File: src/glob_cfg_pkg.sv
`default_nettype none
package glob_cfg_pkg;
  // Register offsets
  localparam logic [7:0] VLAN_PRIORITY_SNIFF_CONTROL_OFS = 8'h05;
  localparam logic [7:0] MII_PORT_AND_STORM_HIGH_CONTROL_OFS = 8'h06;
  localparam logic [7:0] STORM_THRESHOLD_LOW_OFS = 8'h07;

  // Field positions, first register
  localparam int VLAN_EN_BIT = 7;
  localparam int PRIO_HI_BIT = 3;
  localparam int PRIO_LO_BIT = 2;
  localparam int SNIFF_AND_BIT = 0;
  // Field positions, second register
  localparam int MII_HALF_DUPLEX_BIT = 6;
  localparam int MII_FLOW_CTRL_BIT = 5;
  localparam int MII_10M_BIT = 4;
  localparam int NULL_VID_BIT = 3;
  localparam int STORM_HIGH_MSB = 2;

  // Reset values
  localparam logic [7:0] VLAN_PRIORITY_SNIFF_CONTROL_RST = 8'h00;
  localparam logic [7:0] MII_PORT_AND_STORM_HIGH_CONTROL_RST = 8'h00;
  localparam logic [7:0] STORM_THRESHOLD_LOW_RST = 8'h63;
  localparam logic [7:0] UNMAPPED_RDATA = 8'h00;

  // High frames sent per low frame, by priority scheme
  localparam logic [3:0] RATIO_HIGH_FIRST = 4'h0;
  localparam logic [3:0] RATIO_10_TO_1 = 4'ha;
  localparam logic [3:0] RATIO_5_TO_1 = 4'h5;
  localparam logic [3:0] RATIO_2_TO_1 = 4'h2;

  // Timing
  localparam int CLK_HZ = 20_000_000;
  localparam int STORM_PERIOD_10M_MS = 500;
  localparam int STORM_PERIOD_100M_MS = 67;
  localparam int STORM_PERIOD_10M_CYC = CLK_HZ / 1000 * STORM_PERIOD_10M_MS;
  localparam int STORM_PERIOD_100M_CYC = CLK_HZ / 1000 * STORM_PERIOD_100M_MS;
  localparam logic [2:0] STRAP_SETTLE_CYC = 3'h4;

  typedef enum logic [1:0] {
    ST_WAIT = 2'b01,
    ST_RUN = 2'b10
  } cfg_mode_t;

  typedef struct packed {
    logic ff1;
    logic ff2;
    logic ff3;
    logic level;
  } sync_state_t;

  typedef struct packed {
    cfg_mode_t mode;
    logic [2:0] settle;
    logic [7:0] ctl3;
    logic [7:0] ctl4;
    logic [7:0] thr_low;
    logic [7:0] rdata;
    logic rvalid;
    logic [3:0] ratio;
    logic [23:0] period_cnt;
    logic tick;
  } cfg_state_t;
endpackage
`default_nettype wire

File: src/switch_global_control_regs.sv
// Overview of operation
// - Bit 7 enables 802.1Q VLAN, reset 0
// - Bits 3-2 pick egress priority ratio
// - Bit 0 selects AND versus OR sniffing
// - MII half duplex bit, strap default
// - MII flow control bit, strap default
// - MII 10 Mbps bit, strap default
// - Bit 3 enables null VID replacement
// - Eleven-bit storm threshold across two registers
// - Storm period 500 ms at 10 Mbps
// - Storm period 67 ms at 100 Mbps
// - Threshold resets to 0x063, about one percent
`default_nettype none
module switch_global_control_regs #(
  parameter int STORM_PERIOD_10M_CYC = glob_cfg_pkg::STORM_PERIOD_10M_CYC,
  parameter int STORM_PERIOD_100M_CYC = glob_cfg_pkg::STORM_PERIOD_100M_CYC
) (
  input wire logic REF_CLK, // Core clock, 20 MHz
  input wire logic RST_B, // Async reset, active low
  input wire logic [7:0] REG_ADDR, // Register address
  input wire logic REG_WR, // Write strobe
  input wire logic [7:0] REG_WDATA, // Write data
  input wire logic REG_RD, // Read strobe
  output logic [7:0] REG_RDATA, // Read data
  output logic REG_RVALID, // Read data valid pulse
  input wire logic MII_DUPLEX_STRAP_PIN, // Duplex strap
  input wire logic MII_FLOW_CTRL_STRAP_PIN, // Flow control strap
  input wire logic MII_SPEED_STRAP_PIN, // Speed strap
  output logic CFG_READY, // Straps loaded, writes accepted
  output logic VLAN_EN, // 802.1Q VLAN on
  output logic [1:0] PRIO_SCHEME, // Priority scheme field
  output logic [3:0] HIGH_PER_LOW, // High frames per low frame
  output logic SNIFF_AND_MODE, // Source and destination must match
  output logic MII_HALF_DUPLEX, // MII half duplex
  output logic MII_FLOW_CTRL_EN, // MII flow control
  output logic MII_10M, // MII at 10 Mbps
  output logic NULL_VID_REPLACE, // Replace null VID
  output logic [10:0] STORM_THRESHOLD, // Storm block count
  output logic STORM_PERIOD_TICK // End of metering period
);
  localparam logic [23:0] PERIOD_10M_LAST = 24'(STORM_PERIOD_10M_CYC - 1);
  localparam logic [23:0] PERIOD_100M_LAST = 24'(STORM_PERIOD_100M_CYC - 1);

  glob_cfg_pkg::cfg_state_t s_q;
  glob_cfg_pkg::cfg_state_t s_d;
  logic dup_lvl;
  logic fc_lvl;
  logic spd_lvl;
  logic [23:0] period_last;

  strap_sync u_dup_sync (
    .clk(REF_CLK),
    .rst_b(RST_B),
    .pin(MII_DUPLEX_STRAP_PIN),
    .level(dup_lvl)
  );
  strap_sync u_fc_sync (
    .clk(REF_CLK),
    .rst_b(RST_B),
    .pin(MII_FLOW_CTRL_STRAP_PIN),
    .level(fc_lvl)
  );
  strap_sync u_spd_sync (
    .clk(REF_CLK),
    .rst_b(RST_B),
    .pin(MII_SPEED_STRAP_PIN),
    .level(spd_lvl)
  );

  always_comb begin
    s_d = s_q;
    s_d.rvalid = 1'b0;
    s_d.tick = 1'b0;
    unique case (s_q.mode)
      glob_cfg_pkg::ST_WAIT: begin
        // Catch straps once the synchronisers have settled
        if (s_q.settle == glob_cfg_pkg::STRAP_SETTLE_CYC) begin
          s_d.ctl4[glob_cfg_pkg::MII_HALF_DUPLEX_BIT] = dup_lvl;
          s_d.ctl4[glob_cfg_pkg::MII_FLOW_CTRL_BIT] = fc_lvl;
          s_d.ctl4[glob_cfg_pkg::MII_10M_BIT] = spd_lvl;
          s_d.mode = glob_cfg_pkg::ST_RUN;
        end else begin
          s_d.settle = s_q.settle + 3'h1;
        end
      end
      glob_cfg_pkg::ST_RUN: begin
        // Full byte writes; reserved bits store too
        if (REG_WR) begin
          unique case (REG_ADDR)
            glob_cfg_pkg::VLAN_PRIORITY_SNIFF_CONTROL_OFS: begin
              s_d.ctl3 = REG_WDATA;
            end
            glob_cfg_pkg::MII_PORT_AND_STORM_HIGH_CONTROL_OFS: begin
              s_d.ctl4 = REG_WDATA;
            end
            glob_cfg_pkg::STORM_THRESHOLD_LOW_OFS: begin
              s_d.thr_low = REG_WDATA;
            end
            default: begin
            end
          endcase
        end
      end
      default: begin
        s_d.mode = glob_cfg_pkg::ST_WAIT;
        s_d.settle = 3'h0;
      end
    endcase

    if (REG_RD) begin
      s_d.rvalid = 1'b1;
      unique case (REG_ADDR)
        glob_cfg_pkg::VLAN_PRIORITY_SNIFF_CONTROL_OFS: s_d.rdata = s_q.ctl3;
        glob_cfg_pkg::MII_PORT_AND_STORM_HIGH_CONTROL_OFS: s_d.rdata = s_q.ctl4;
        glob_cfg_pkg::STORM_THRESHOLD_LOW_OFS: s_d.rdata = s_q.thr_low;
        default: s_d.rdata = glob_cfg_pkg::UNMAPPED_RDATA;
      endcase
    end

    // Ratio follows the field in the same cycle it lands
    unique case (s_d.ctl3[glob_cfg_pkg::PRIO_HI_BIT:glob_cfg_pkg::PRIO_LO_BIT])
      2'h0: s_d.ratio = glob_cfg_pkg::RATIO_HIGH_FIRST;
      2'h1: s_d.ratio = glob_cfg_pkg::RATIO_10_TO_1;
      2'h2: s_d.ratio = glob_cfg_pkg::RATIO_5_TO_1;
      2'h3: s_d.ratio = glob_cfg_pkg::RATIO_2_TO_1;
    endcase

    // Metering period by the MII speed; a shorter limit ends the period at once
    if (s_q.period_cnt >= period_last) begin
      s_d.period_cnt = 24'h0;
      s_d.tick = 1'b1;
    end else begin
      s_d.period_cnt = s_q.period_cnt + 24'h1;
    end
  end

  assign period_last = s_q.ctl4[glob_cfg_pkg::MII_10M_BIT] ? PERIOD_10M_LAST
                                                           : PERIOD_100M_LAST;

  always_ff @(posedge REF_CLK or negedge RST_B) begin
    if (!RST_B) begin
      s_q.mode <= glob_cfg_pkg::ST_WAIT;
      s_q.settle <= 3'h0;
      s_q.ctl3 <= glob_cfg_pkg::VLAN_PRIORITY_SNIFF_CONTROL_RST;
      s_q.ctl4 <= glob_cfg_pkg::MII_PORT_AND_STORM_HIGH_CONTROL_RST;
      s_q.thr_low <= glob_cfg_pkg::STORM_THRESHOLD_LOW_RST;
      s_q.rdata <= glob_cfg_pkg::UNMAPPED_RDATA;
      s_q.rvalid <= 1'b0;
      s_q.ratio <= glob_cfg_pkg::RATIO_HIGH_FIRST;
      s_q.period_cnt <= 24'h0;
      s_q.tick <= 1'b0;
    end else begin
      s_q <= s_d;
    end
  end

  assign REG_RDATA = s_q.rdata;
  assign REG_RVALID = s_q.rvalid;
  assign CFG_READY = (s_q.mode == glob_cfg_pkg::ST_RUN);
  assign VLAN_EN = s_q.ctl3[glob_cfg_pkg::VLAN_EN_BIT];
  assign PRIO_SCHEME = s_q.ctl3[glob_cfg_pkg::PRIO_HI_BIT:glob_cfg_pkg::PRIO_LO_BIT];
  assign HIGH_PER_LOW = s_q.ratio;
  assign SNIFF_AND_MODE = s_q.ctl3[glob_cfg_pkg::SNIFF_AND_BIT];
  assign MII_HALF_DUPLEX = s_q.ctl4[glob_cfg_pkg::MII_HALF_DUPLEX_BIT];
  assign MII_FLOW_CTRL_EN = s_q.ctl4[glob_cfg_pkg::MII_FLOW_CTRL_BIT];
  assign MII_10M = s_q.ctl4[glob_cfg_pkg::MII_10M_BIT];
  assign NULL_VID_REPLACE = s_q.ctl4[glob_cfg_pkg::NULL_VID_BIT];
  assign STORM_THRESHOLD = {s_q.ctl4[glob_cfg_pkg::STORM_HIGH_MSB:0], s_q.thr_low};
  assign STORM_PERIOD_TICK = s_q.tick;

  logic wr3;
  logic wr4;
  logic wr5;
  assign wr3 = CFG_READY && REG_WR &&
               (REG_ADDR == glob_cfg_pkg::VLAN_PRIORITY_SNIFF_CONTROL_OFS);
  assign wr4 = CFG_READY && REG_WR &&
               (REG_ADDR == glob_cfg_pkg::MII_PORT_AND_STORM_HIGH_CONTROL_OFS);
  assign wr5 = CFG_READY && REG_WR &&
               (REG_ADDR == glob_cfg_pkg::STORM_THRESHOLD_LOW_OFS);

  a_vlan_enable_write: assert property (@(posedge REF_CLK) disable iff (!RST_B)
    wr3 |=> VLAN_EN == $past(REG_WDATA[7]))
    else $error("VLAN enable did not follow write");

  a_prio_ratio_map: assert property (@(posedge REF_CLK) disable iff (!RST_B)
    HIGH_PER_LOW == ((PRIO_SCHEME == 2'h0) ? 4'h0 : (PRIO_SCHEME == 2'h1) ? 4'ha :
                     (PRIO_SCHEME == 2'h2) ? 4'h5 : 4'h2))
    else $error("Priority ratio does not match scheme");

  a_sniff_mode_write: assert property (@(posedge REF_CLK) disable iff (!RST_B)
    wr3 |=> SNIFF_AND_MODE == $past(REG_WDATA[0]) && PRIO_SCHEME == $past(REG_WDATA[3:2]))
    else $error("Sniff or priority field did not follow write");

  a_strap_capture: assert property (@(posedge REF_CLK) disable iff (!RST_B)
    $rose(CFG_READY) |-> MII_HALF_DUPLEX == $past(dup_lvl) &&
                         MII_FLOW_CTRL_EN == $past(fc_lvl) && MII_10M == $past(spd_lvl))
    else $error("Strap levels not captured into MII bits");

  a_flow_ctrl_hold: assert property (@(posedge REF_CLK) disable iff (!RST_B)
    CFG_READY && !wr4 |=> CFG_READY && $stable(MII_FLOW_CTRL_EN))
    else $error("Flow control bit changed without a write");

  a_mii_write: assert property (@(posedge REF_CLK) disable iff (!RST_B)
    wr4 |=> {MII_HALF_DUPLEX, MII_FLOW_CTRL_EN, MII_10M, NULL_VID_REPLACE} ==
            $past(REG_WDATA[6:3]))
    else $error("MII or null VID bits did not follow write");

  a_thr_low_write: assert property (@(posedge REF_CLK) disable iff (!RST_B)
    wr5 && !wr4 |=> STORM_THRESHOLD[7:0] == $past(REG_WDATA) &&
                    $stable(STORM_THRESHOLD[10:8]))
    else $error("Threshold low byte write wrong");

  a_thr_default: assert property (@(posedge REF_CLK) disable iff (!RST_B)
    !CFG_READY |-> STORM_THRESHOLD == 11'h063 && !VLAN_EN && !NULL_VID_REPLACE)
    else $error("Threshold default not 0x063 before ready");

  a_tick_spacing: assert property (@(posedge REF_CLK) disable iff (!RST_B)
    STORM_PERIOD_TICK |-> s_q.period_cnt == 24'h0 ##1 !STORM_PERIOD_TICK)
    else $error("Period ticks too close");

  a_readback: assert property (@(posedge REF_CLK) disable iff (!RST_B)
    wr3 ##1 (REG_RD && !REG_WR && REG_ADDR == glob_cfg_pkg::VLAN_PRIORITY_SNIFF_CONTROL_OFS)
    |=> REG_RVALID && REG_RDATA == $past(REG_WDATA, 2))
    else $error("Read back of written byte wrong");

  c_strap_load: cover property (@(posedge REF_CLK) disable iff (!RST_B) $rose(CFG_READY));
  c_vlan_on: cover property (@(posedge REF_CLK) disable iff (!RST_B) $rose(VLAN_EN));
  c_period_tick: cover property (@(posedge REF_CLK) disable iff (!RST_B) STORM_PERIOD_TICK);
endmodule
`default_nettype wire

File: src/strap_sync.sv
`default_nettype none
module strap_sync (
  input wire logic clk, // Core clock
  input wire logic rst_b, // Async reset, active low
  input wire logic pin, // Asynchronous pin level
  output logic level // Filtered level
);
  glob_cfg_pkg::sync_state_t s_q;
  glob_cfg_pkg::sync_state_t s_d;

  always_comb begin
    s_d = s_q;
    s_d.ff1 = pin;
    s_d.ff2 = s_q.ff1;
    s_d.ff3 = s_q.ff2;
    // Level changes only once two later stages agree
    if (s_q.ff2 == s_q.ff3) begin
      s_d.level = s_q.ff3;
    end
  end

  always_ff @(posedge clk or negedge rst_b) begin
    if (!rst_b) begin
      s_q <= '0;
    end else begin
      s_q <= s_d;
    end
  end

  assign level = s_q.level;
endmodule
`default_nettype wire

File: config.mk
export PLATFORM = sky130hd
export DESIGN_NAME = switch_global_control_regs
export DESIGN_NICKNAME = d
export VERILOG_FILES = /design/src/glob_cfg_pkg.sv /design/src/switch_global_control_regs.sv /design/src/strap_sync.sv
export SDC_FILE = /design/constraint.sdc
export NUM_CORES = 1
export LEC_CHECK = 0
export ABC_AREA = 1
export BUFFER_PORTS_ARGS = -buffer_cell sky130_fd_sc_hd__buf_4
export CORE_MARGIN = 3
export CORE_UTILIZATION = 52
export DETAILED_ROUTE_END_ITERATION = 8
export PLACE_DENSITY = 0.78
export SYNTH_ARGS = -nofsm -noshare
export SYNTH_HDL_FRONTEND = slang
export SYNTH_SLANG_ARGS = --single-unit
File: constraint.sdc
create_clock -name REF_CLK -period 1.6 [get_ports REF_CLK]
set_input_delay 0.24 -clock REF_CLK [delete_from_list [all_inputs] [get_ports REF_CLK]]
set_output_delay 0.24 -clock REF_CLK [all_outputs]
set_load 0.05 [all_outputs]
==> impl_results.md <==
- Worst vdd ir: 443.2 µV
- Most area-hungry cell type in the Yosys netlist: dfrtp_1
- Area Overhead vs Synth: 18.00%
- Distinct cells, synth: 33
- Area of the die: 9287 µm²
- Dominant cells by area after synthesis: dfrtp_1 42%, nand2_1 12%, nand3_1 6.0%
- Tot Pwr: 3.881 mW
- First-pass GRT wire length: 14720 µm
- I/O Buffers: 56
- Final Cycle Share: 105.6%
- Worst Hold Path EP: REG_RVALID
- Top-count cell post-synth: nand2_1
- Worst-Margin Slew: 0.4659 ns
- Critical Path RT: 1.87 ns
- Routed via count: 3408
- Gr ovfl total: 0
- Initial antenna violation count: 0
- Slew HR: 68.94%
- CTS tree: yes
- Largest net degree at the start of global routing: 38
- Via density: 5.071
- WL final: 8893 µm
- Fill cell count: 649
- Post-synthesis register bit count: 77
- Hold path cells: 1
- Cell Rows: 32
- R2r setup slk: -0.09 ns
- Final setup fails: 25
- Die span in x: 96.37 µm
- Final core occ: 64.18%
- R2R Path End: s_q[19]
- Final Max Slew Viols: 0
- Max Fclk: 0.5919 GHz
- N_diodes: 0
- Synth warn: 0
- CP Data Arrival Time: 1.96 ns
- Layout cells sized above 1: 27.89%
- DP HPWL: 6781 µm
- Async SR Flop Fraction: 100.0%
- Status: finished, violations left
- Initial Utilization: 54.39%
- Vias in the first global route: 3260
- Final setup skew: 0.007422 ns
- Reg clk slew, reported paths: 0.08 ns
- DRT iter0 DRCs: 118
- Syn nets: 542
- CTS Buf Count: 9
- Post-route setup slack: -0.08935 ns
- Hold WC Path Type: input pin to register
- H-tree Lvls: 3
- Launching point of the worst reg2reg path: MII_10M
- Worst-Skew Late Latency: 0.34 ns
- Worst setup SP type: register
- GRT Overall Usage: 20.62%
- Remaining routing DRC violations: 0
- Kind of critical path: register to register
- CP Capture Type: register
- CTS root buffer: clkbuf_8
- Core Area: 7807 µm²
- Nets: 599
- Min cycle time layout: 1.689 ns
- R2r worst-path depth: 10
- IO Pins: 57
- Drt pass-1 iters: 5
- Wire length per cell: 13.23 µm
- Min-delay src: REG_RD
- Max-Cap Viols: 0
- Post-synthesis cell area: 4247 µm²
- Gpl congestion: 0.8779
- Failing checks: setup timing
- Clk buf depth: 2
- Clock Sinks: 77
- Synth Instances: 508
- DIE HEIGHT: 96.37 µm
- Crit Path Max Fanout: 13
- Post-synth top cells: 140 x nand2_1, 72 x dfrtp_1, 61 x nor2_1
- Leakage power: 2.436 nW
- Detail Route Antenna Nets: 0
- Sequential area share after synthesis: 45.52%
- Ys flop type: dfrtp_1
- Post-synth EDFFs: 0
- Syn Area/Cell: 8.359 µm²
- Power density over the cells: 774.5 nW/µm²
- RSZ-0062 raised after global routing: yes
- Final Hold Vio Count: 0
- Synth top area share: 42.43%
-- worst max-delay path: stages (launching register included) --
cell      delay [ns]
dfrtp_2         0.48
inv_4           0.14
ha_4            0.21
nand2_1         0.08
clkinv_2        0.05
nand2_2         0.06
inv_1           0.05
a21oi_2         0.16
nand3_4         0.12
buf_12          0.17
nor2_1          0.10
-- per-stage QoR --
stage | std cells | hold slack, ns | TNS [ns] | area (µm²) | worst slack [ns]
after floorplan | 508 | -0.05559 | -2.583 | 4278 | -0.1273
after global placement | 652 | 0.2238 | -0.007556 | 4745 | -0.004800
after detailed placement | 652 | 0.2282 | -1.273 | 4745 | -0.07992
after CTS | 672 | 0.06831 | -1.334 | 4986 | -0.08182
after global routing | 672 | 0.06736 | -4.078 | 5011 | -0.1746
final | 672 | 0.08015 | -1.726 | 5011 | -0.08935
-- how the worst max path moves through the flow --
| stage | slack [ns] | end | startpoint |
|---|---|---|---|
| CTS | -0.08 | s_q[19] | MII_10M |
| detailed placement | -0.08 | s_q[19] | MII_10M |
| floorplan | -0.13 | s_q[12] | MII_10M |
| global placement | -0.005 | s_q[19] | MII_10M |
| finish | -0.09 | s_q[19] | MII_10M |
| global route | -0.17 | s_q[3] | MII_10M |
-- report_power, final --
group	leakage [nW]	total [mW]	switching [mW]	internal, mW
clock network	0.0866	1.41	0.688	0.720
registers	0.993	2.04	0.0416	2.00
logic	1.36	0.429	0.278	0.152
-- flip-flops by register name, indices dropped and copies added, names as in the netlist, 2 cells and up --
signal and count:
HIGH_PER_LOW 3, u_spd_sync.s_d 2, u_fc_sync.s_d 2, u_dup_sync.s_d 2, STORM_THRESHOLD 11, s_q 34, REG_RDATA 8
-- placed cells by master (no fill, tap or decap), types with 2 or more instances in the layout --
master / n
nor2_1: 58
inv_1: 47
nand3_4: 3
buf_12: 4
maj3_1: 3
o21ai_2: 13
nand3_1: 50
clkinv_2: 2
nand3_2: 3
dlygate4sd3_1: 4
ha_1: 8
nor2_2: 14
ha_4: 3
a21oi_2: 2
clkinvlp_4: 2
clkbuf_1: 3
xnor2_1: 9
nand2_1: 136
nand2_2: 10
dfrtp_1: 71
xor2_1: 7
buf_4: 70
dfstp_2: 5
clkbuf_8: 9
nor2_4: 7
inv_2: 4
o21ai_1: 6
o21ai_0: 5
-- final cells by class --
class | count | area (µm²) | share of cell area (%)
clock buffers | 12 | 135.1 | 2.697
clock inverters | 4 | 50.05 | 0.9988
inverters | 53 | 202.7 | 4.045
multi-input cells | 345 | 1904 | 38.00
flip-flops and latches | 77 | 1934 | 38.60
well taps | 102 | 127.6 | 2.547
repair buffers | 79 | 656.9 | 13.11
-- per-layer routing --
metal	vias to the layer above	global-route usage, %	wire length, µm
met5	-	0	0
li1	1690	-	-
met1	1585	25.89	3742
met4	0	10.05	215
met2	107	33.81	4371
met3	26	4.415	565
-- cell families after synthesis --
group,Yosys count,synth area share (%)
simple gates,287,31.50
flops,77,45.52
buf+inv,86,11.14
fa+ha+maj,14,3.948
compound gates,28,4.596
xor+xnor,16,3.300
-- what timing repair did --
| action | 4_1_cts | 5_1_grt |
|---|---|---|
| endpoints found under the setup margin | 26 | 28 |
| resized for setup | 7 | 4 |
| hold buffers | 4 | 0 |
| hold endpoints to repair | 35 | 0 |
| buffers inserted | 0 | 0 |
(Power assumes the default switching activity.)
